File: src/pdol_pkg.sv
package pdol_pkg;
  localparam int unsigned CH_FIRST = 3;
  localparam int unsigned CH_COUNT = 6;
  localparam int unsigned LOG_WIDTH = 8;
  localparam int unsigned ADDR_WIDTH = 8;
  localparam logic [7:0] ADDR_LOG_CH3 = 8'h62;
  localparam logic [7:0] ADDR_LOG_CH4 = 8'h63;
  localparam logic [7:0] ADDR_LOG_CH5 = 8'h64;
  localparam logic [7:0] ADDR_LOG_CH6 = 8'h65;
  localparam logic [7:0] ADDR_LOG_CH7 = 8'h66;
  localparam logic [7:0] ADDR_LOG_CH8 = 8'h67;
  localparam logic [7:0] LOG_RESET = 8'h00;
  localparam logic [7:0] UNMAPPED_READ = 8'h00;
  localparam int unsigned OFF_THRESHOLD_MV = 200;
  localparam int unsigned SYNC_STAGES = 2;
  typedef enum logic [1:0] {
    SEQ_IDLE = 2'b00,
    SEQ_POWER_DOWN = 2'b01
  } pdol_seq_type;
endpackage : pdol_pkg

File: src/pdol_sync.sv
module pdol_sync #(
  parameter int unsigned WIDTH = 1
) (
  input wire logic clk_i,
  input wire logic arst_n_i,
  input wire logic [WIDTH-1:0] async_i,
  output logic [WIDTH-1:0] sync_o
);
  logic [WIDTH-1:0] meta_reg;
  logic [WIDTH-1:0] sync_reg;

  // First stage feeds only the second stage
  always_ff @(posedge clk_i or negedge arst_n_i) begin
    if (!arst_n_i) begin
      meta_reg <= '0;
      sync_reg <= '0;
    end else begin
      meta_reg <= async_i;
      sync_reg <= meta_reg;
    end
  end

  assign sync_o = sync_reg;
endmodule : pdol_sync

File: src/pdol_log_bank.sv
module pdol_log_bank
  import pdol_pkg::*;
(
  input wire logic clk_i,
  input wire logic arst_n_i,
  input wire logic active_control_input_i,
  input wire logic [pdol_pkg::CH_COUNT-1:0] below_off_threshold_i,
  input wire logic [pdol_pkg::LOG_WIDTH-1:0] sequence_tag_counter_i,
  input wire logic [pdol_pkg::ADDR_WIDTH-1:0] reg_addr_i,
  output logic [pdol_pkg::LOG_WIDTH-1:0] reg_rdata_o,
  output logic seq_active_o
);
  import pdol_pkg::*;

  logic act_sync;
  logic [CH_COUNT-1:0] below_sync;
  logic act_prev_reg;
  logic [CH_COUNT-1:0] below_prev_reg;
  pdol_seq_type state_reg;
  pdol_seq_type state_next;
  logic [CH_COUNT-1:0] captured_reg;
  logic [CH_COUNT-1:0] captured_next;
  logic [LOG_WIDTH-1:0] log_reg [CH_COUNT];
  logic act_fall;
  logic [CH_COUNT-1:0] cross_fall;
  logic [CH_COUNT-1:0] capture;
  logic addr_hit;
  logic [ADDR_WIDTH-1:0] addr_index;
  logic [LOG_WIDTH-1:0] rdata_next;
  logic [LOG_WIDTH-1:0] rdata_reg;

  // Rails and control come from analog comparators, outside the clock domain
  pdol_sync #(.WIDTH(CH_COUNT + 1)) u_sync (
    .clk_i(clk_i),
    .arst_n_i(arst_n_i),
    .async_i({active_control_input_i, below_off_threshold_i}),
    .sync_o({act_sync, below_sync})
  );

  always_ff @(posedge clk_i or negedge arst_n_i) begin
    if (!arst_n_i) begin
      act_prev_reg <= 1'b0;
      below_prev_reg <= '0;
    end else begin
      act_prev_reg <= act_sync;
      below_prev_reg <= below_sync;
    end
  end

  assign act_fall = act_prev_reg & ~act_sync;
  assign cross_fall = below_sync & ~below_prev_reg;

  // A new falling edge restarts the sequence and re-arms every channel
  always_comb begin
    state_next = state_reg;
    captured_next = captured_reg;
    case (state_reg)
      SEQ_IDLE: begin
        if (act_fall) begin
          state_next = SEQ_POWER_DOWN;
          captured_next = '0;
        end
      end
      SEQ_POWER_DOWN: begin
        if (act_fall) begin
          captured_next = '0;
        end else if (act_sync) begin
          state_next = SEQ_IDLE;
        end else begin
          captured_next = captured_reg | capture;
        end
      end
      default: begin
        state_next = SEQ_IDLE;
      end
    endcase
  end

  assign capture = (state_reg == SEQ_POWER_DOWN && !act_sync) ?
                   (cross_fall & ~captured_reg) : '0;

  always_ff @(posedge clk_i or negedge arst_n_i) begin
    if (!arst_n_i) begin
      state_reg <= SEQ_IDLE;
      captured_reg <= '0;
    end else begin
      state_reg <= state_next;
      captured_reg <= captured_next;
    end
  end

  // Full byte is cleared: upper nibble is free to be anything, zero is simplest
  always_ff @(posedge clk_i or negedge arst_n_i) begin
    if (!arst_n_i) begin
      for (int i = 0; i < CH_COUNT; i++) begin
        log_reg[i] <= LOG_RESET;
      end
    end else begin
      for (int i = 0; i < CH_COUNT; i++) begin
        if (capture[i]) begin
          log_reg[i] <= sequence_tag_counter_i;
        end
      end
    end
  end

  // Read-only port: there is no write path, so writes cannot disturb logs
  assign addr_hit = (reg_addr_i >= ADDR_LOG_CH3) && (reg_addr_i <= ADDR_LOG_CH8);
  assign addr_index = reg_addr_i - ADDR_LOG_CH3;
  assign rdata_next = addr_hit ? log_reg[addr_index[2:0]] : UNMAPPED_READ;

  always_ff @(posedge clk_i or negedge arst_n_i) begin
    if (!arst_n_i) begin
      rdata_reg <= LOG_RESET;
    end else begin
      rdata_reg <= rdata_next;
    end
  end

  assign reg_rdata_o = rdata_reg;
  assign seq_active_o = (state_reg == SEQ_POWER_DOWN);
endmodule : pdol_log_bank

File: config.mk
export PLATFORM = sky130hd
export DESIGN_NAME = pdol_log_bank
export DESIGN_NICKNAME = d
export VERILOG_FILES = /design/src/pdol_pkg.sv /design/src/pdol_sync.sv /design/src/pdol_log_bank.sv
export SDC_FILE = /design/constraint.sdc
export NUM_CORES = 1
export LEC_CHECK = 0
export CORE_MARGIN = 5
export CORE_UTILIZATION = 25
export CTS_CLUSTER_SIZE = 20
export DETAILED_ROUTE_END_ITERATION = 10
export DONT_BUFFER_PORTS = 1
export GPL_ROUTABILITY_DRIVEN = 0
export SYNTH_ARGS = -nofsm -noshare
export SYNTH_HDL_FRONTEND = slang
export SYNTH_SLANG_ARGS = --single-unit
File: constraint.sdc
create_clock -name clk_i -period 2.9 [get_ports clk_i]
set_clock_uncertainty 0.05 [all_clocks]
set_input_delay 0.58 -clock clk_i [delete_from_list [all_inputs] [get_ports clk_i]]
set_output_delay 0.58 -clock clk_i [all_outputs]
set_load 0.02 [all_outputs]
==> results_dict.tcl, run 1 <==
set metrics [dict create \
    gr-usage-met2 0.130 \
    final_area_sq_um 3860 \
    routed_wl_um 6460 \
    final_antenna_net_count 0 \
    drive_gt1_frac 0.400 \
    area_growth_pct 16.7 \
    max-vdd-ir-drop_mv 0.284 \
    synth_most_common_cell "dfrtp_1" \
    syn_area_sq_um 3310 \
    setup_viol 0 \
    crit_arrival_ns 2.42 \
    top_usage_layer "met2" \
    yosys.cell_types.count 19 \
    vias 1681 \
    port_buffers 0 \
    min_path_type "input pin to asynchronous set/reset pin" \
    rsz0062_at_grt "no" \
    dpl.cell_count 375 \
    clkSlewWorstSetupHoldPaths_ns 0.06 \
    dp_slack_ns 0.571 \
    crit_required_ns 3.07 \
    core_area_sq_um 13100 \
    met1_usage 0.113 \
    path_class "register to register" \
    routed_via_density 4.30 \
    yosysWarnings 0 \
    synth_edf_count 0 \
    grt_pass1_wl_um 10800 \
    instances_no_fill 391 \
    antenna_found_initial 0 \
    avgSynthCellArea_sq_um 16.4 \
    endpoint_kind "register" \
    max-slew-margin-rel 0.381 \
    final_core_util 0.295 \
    power.density_nw_per_um2 782 \
    worstSetupStartpointType "register" \
    clk-insertion-delay-late_ns 0.34 \
    r2r_slack_ns 0.65 \
    cts_buffer_depth 2 \
    netlist_instances 202 \
    routedWlPerCell_um 16.5 \
    largest_reg_flops 48 \
    grt_max_degree 85 \
    chipWidth_um 125 \
    num_rows 42 \
    synth_common_cells "dfrtp_1, mux2_2, a211oi_1, mux2i_1, o22ai_1" \
    cts_buffers 9 \
    drc_errors 0 \
    synth_seq_area_share 0.635 \
    cts-root-buf "clkbuf_16" \
    cts.sinks 84 \
    p_leak_nw 1.63 \
    fin_crit_ns 2.25 \
    drv_cap 0 \
    hold_violations 0 \
    final_max_slew_viol_count 0 \
    yosys.area.top_type_share 0.635 \
    ys.flop_type "dfrtp_1" \
    cts_tree "done" \
    outcome "completed" \
    syn-num-nets 227 \
    antenna_cells 0 \
    placed_area_sq_um 3520 \
    track_usage 0.0906 \
    drt_iter0_drc 95 \
    start_util 0.253 \
    drt_pass1_iterations 3 \
    synth_area_leader_cell "dfrtp_1" \
    dp_hpwl_um 4120 \
    max_freq_ghz 0.444 \
    post_cts_buffers 0 \
    crit_fanout 9 \
    grt_overflow 0 \
    setup_slack_ns 0.650 \
    yosys-top-cells-area "dfrtp_1, mux2_2, nor4b_4, mux2i_1, a211oi_1" \
    dieArea_sq_um 15600 \
    ys_seq_elements 84 \
    worst_slew_pin_slew_ns 0.927 \
    die_h_um 125 \
    final_nets 236 \
    met3_usage 0.0435 \
    async_flop_share 1.00 \
    fin_crit_sh 0.776 \
    grt_pass1_vias 1822 \
    setup_tns_ns 0 \
    num_io_pins 34 \
    nFillCells 1290 \
    htree_levels 3 \
]
## cells by family (layout without fill, tap and decap cells)
family / count (synthesis) / after routing / share of synthesized area
AND/OR/NAND/NOR: 15 / 15 / 0.0594
buffers and inverters: 8 / 21 / 0.0136
AO/OA/AOI/OAI: 23 / 23 / 0.0495
multiplexers: 72 / 72 / 0.242
flip-flops: 84 / 84 / 0.635
## routing by layer
| metal | wire, um | vias up |
|---|---|---|
| met5 | 0 | - |
| met4 | 151 | 0 |
| met3 | 494 | 11 |
| met2 | 2990 | 36 |
| met1 | 2820 | 879 |
| li1 | - | 755 |
## worst paths after layout
path                                          start                 end  cells after the start
max                                    state_reg[0]          log_reg[3]                      3
min                                        arst_n_i   below_prev_reg[0]                      1
max reg2reg                            state_reg[0]          log_reg[3]                      3
min reg2reg                      u_sync.meta_reg[5]    u_sync.sync_o[5]                      0
max in group asynchronous                  arst_n_i          log_reg[2]                      1
min in group clk_i         below_off_threshold_i[3]  u_sync.meta_reg[3]                      0
## metrics by stage
stage | hold WS, ns | power [mW]
global route | 0.116 | 3.19
CTS | 0.109 | 3.07
floorplan | 0.234 | 1.75
finish | 0.102 | 3.02
global placement | 0.238 | 1.80
detailed placement | 0.238 | 1.82
## cell usage in the layout (no fill, tap or decap), drive strengths merged, types with 3 or more instances in the layout
cell and count:
dfrtp 84, mux2 64, clkbuf 9, mux2i 8, o22ai 8, a211oi 8, nor4b 6, o21a 6
buf 5, nand2b 4, clkinv 3
## worst max-delay path, cell delays in order (launching register included)
cell and delay (ns):
dfrtp_1 0.48, nand2b_1 0.40, nor4b_4 0.78, mux2_2 0.42
## area by class of cell
| type | count | area, sq um | share of cell area |
|---|---|---|---|
| Clock inverter | 6 | 90.1 | 0.0233 |
| Sequential cell | 84 | 2100 | 0.545 |
| Clock buffer | 9 | 225 | 0.0583 |
| Tap cell | 176 | 220 | 0.0571 |
| Inverter | 1 | 3.75 | 0.000972 |
| Timing Repair Buffer | 5 | 57.6 | 0.0149 |
| Multi-Input combinational cell | 110 | 1160 | 0.301 |
## timing repair
action / CTS / global route
hold buffers: 1 / 0
hold endpoints to repair: 84 / 0
resized for setup: 0 / 0
## power by group
| part | internal [mW] | leakage [nW] | switching [mW] |
|---|---|---|---|
| Combinational | 0.220 | 0.440 | 0.121 |
| Clock | 0.750 | 0.151 | 0.454 |
| Sequential | 1.37 | 1.03 | 0.101 |
| Total | 2.34 | 1.63 | 0.676 |
(Power assumes the default switching activity.)
==> run 2: changes to the inputs <==
==> constraint.sdc (replaced) <==
create_clock -name clk_i -period 1.95 [get_ports clk_i]
set_clock_uncertainty 0.05 [all_clocks]
set_input_delay 0.39 -clock clk_i [delete_from_list [all_inputs] [get_ports clk_i]]
set_output_delay 0.39 -clock clk_i [all_outputs]
set_load 0.02 [all_outputs]
==> results_dict.tcl, run 2 (synthesized netlist as in run 1, its figures left out) <==
set metrics [dict create \
    crit_path_frequent_cell "buf_4" \
    crit_required_ns 2.12 \
    area_growth_pct 16.5 \
    crit_arrival_ns 1.92 \
    max-slew-margin-rel 0.696 \
    antenna_found_initial 0 \
    regArea_sq_um 2100 \
    die_h_um 125 \
    final_common_cell "dfrtp_1" \
    min_path_type "input pin to asynchronous set/reset pin" \
    drive_gt1_frac 0.414 \
    violations "negative hold slack" \
    power.density_nw_per_um2 1130 \
    cts_buffers 9 \
    grt_overflow 0 \
    multi_input_area_sq_um 1160 \
    final_nets 240 \
    critical_path.top_delay_family "buffers and inverters" \
    cp_cell_sequence "nand2b_1 > buf_4 > nor4b_4 > buf_4 > mux2_2" \
    cts.sinks 84 \
    cts_buffer_depth 2 \
    dp_hpwl_um 4110 \
    p_leak_nw 1.63 \
    htree_levels 3 \
    critical_path_buf_inv_count 2 \
    start_util 0.253 \
    setup_tns_ns 0 \
    cts_tree "done" \
    drc_errors 0 \
    clk-insertion-delay-late_ns 0.33 \
    worst_slew_pin_slew_ns 0.457 \
    vias 1712 \
    slowest_stage "dfrtp_1" \
    setup_viol 0 \
    r2r_start "u_sync.sync_o[6]" \
    routedWlPerCell_um 16.2 \
    routed_wl_um 6420 \
    dieArea_sq_um 15600 \
    path_class "register to register" \
    largest_reg_flops 48 \
    critPathLaunch "u_sync.sync_o[6]" \
    grt_max_degree 85 \
    drv_cap 0 \
    clkSlewWorstSetupHoldPaths_ns 0.06 \
    core_area_sq_um 13100 \
    final_max_slew_viol_count 0 \
    cts-root-buf "clkbuf_16" \
    grt_pass1_vias 1904 \
    drt_pass1_iterations 4 \
    routed_via_density 4.32 \
    num_rows 42 \
    endpoint_kind "register" \
    rsz0062_at_grt "no" \
    drt_iter0_drc 124 \
    most-common-layout-cells "dfrtp_1, mux2_2, clkbuf_16, buf_4" \
    max-vdd-ir-drop_mv 0.486 \
    final_antenna_net_count 0 \
    max_freq_ghz 0.571 \
    hold_violations 84 \
    num_io_pins 34 \
    port_buffers 0 \
    hold_slack_ns -0.301 \
    chipWidth_um 125 \
    fin_crit_ns 1.75 \
    grt_pass1_wl_um 10600 \
    fin_crit_sh 0.899 \
    outcome "finished, violations left" \
    worstSetupStartpointType "register" \
    nFillCells 1294 \
    track_usage 0.0869 \
    cpPeakStageDelay_ns 0.39 \
    crit_fanout 8 \
    antenna_cells 0 \
]
[run 2: path summary, 6_finish.rpt]
| path | to | slack (ns) | cells after the start |
|---|---|---|---|
| max in group asynchronous | log_reg[4] | 2.01 | 0 |
| hold / removal | u_sync.meta_reg[6] | -0.30 | 0 |
| setup reg to reg | log_reg[40] | 0.20 | 5 |
| setup / recovery | log_reg[40] | 0.20 | 5 |
| hold reg to reg | u_sync.sync_o[1] | 0.30 | 0 |
| min in group clk_i | u_sync.meta_reg[6] | 0.03 | 0 |
[run 2: layout make-up]
cell class                 count  share of cell area
timing repair buffer           9              0.0175
multi-input combinational    110               0.301
clock buffer                   9              0.0584
tap                          176              0.0571
inverter                       1            0.000974
sequential                    84               0.545
clock inverter                 7              0.0192
[run 2: power by group]
part           leakage (nW)  internal, mW  switching, mW
clock network         0.146         0.998          0.691
logic                 0.452         0.326          0.150
registers              1.03          2.04          0.149
[run 2: repair_timing]
action	in CTS	in global routing
hold endpoints to repair	84	84
resized for setup	0	0
setup buffers	0	0
[run 2: metal layers]
metal | part of all wire | vias to the layer above | track usage
met1 | 0.45 | 906 | 0.113
met2 | 0.47 | 32 | 0.132
met5 | 0 | - | 0
met3 | 0.065 | 7 | 0.0354
met4 | 0.013 | 0 | 0.0287
li1 | - | 767 | -
[run 2: worst reg2reg max path: stages (launching register included)]
cell and delay [ns]:
dfrtp_1 0.39, nand2b_1 0.15, buf_4 0.19, nor4b_4 0.26, buf_4 0.24, mux2_2 0.36
[run 2: stage by stage]
stage	setup slack, ns	util	instance area (sq um)	power (mW)	cells
3_3_place_gp	0.226	0.272	3550	2.68	380
6_report	0.198	0.295	3850	4.36	396
3_5_place_dp	0.200	0.272	3550	2.71	380
2_1_floorplan	0.250	-	3310	2.61	202
4_1_cts	0.189	0.295	3850	4.42	396
5_1_grt	0.131	0.295	3850	4.57	396
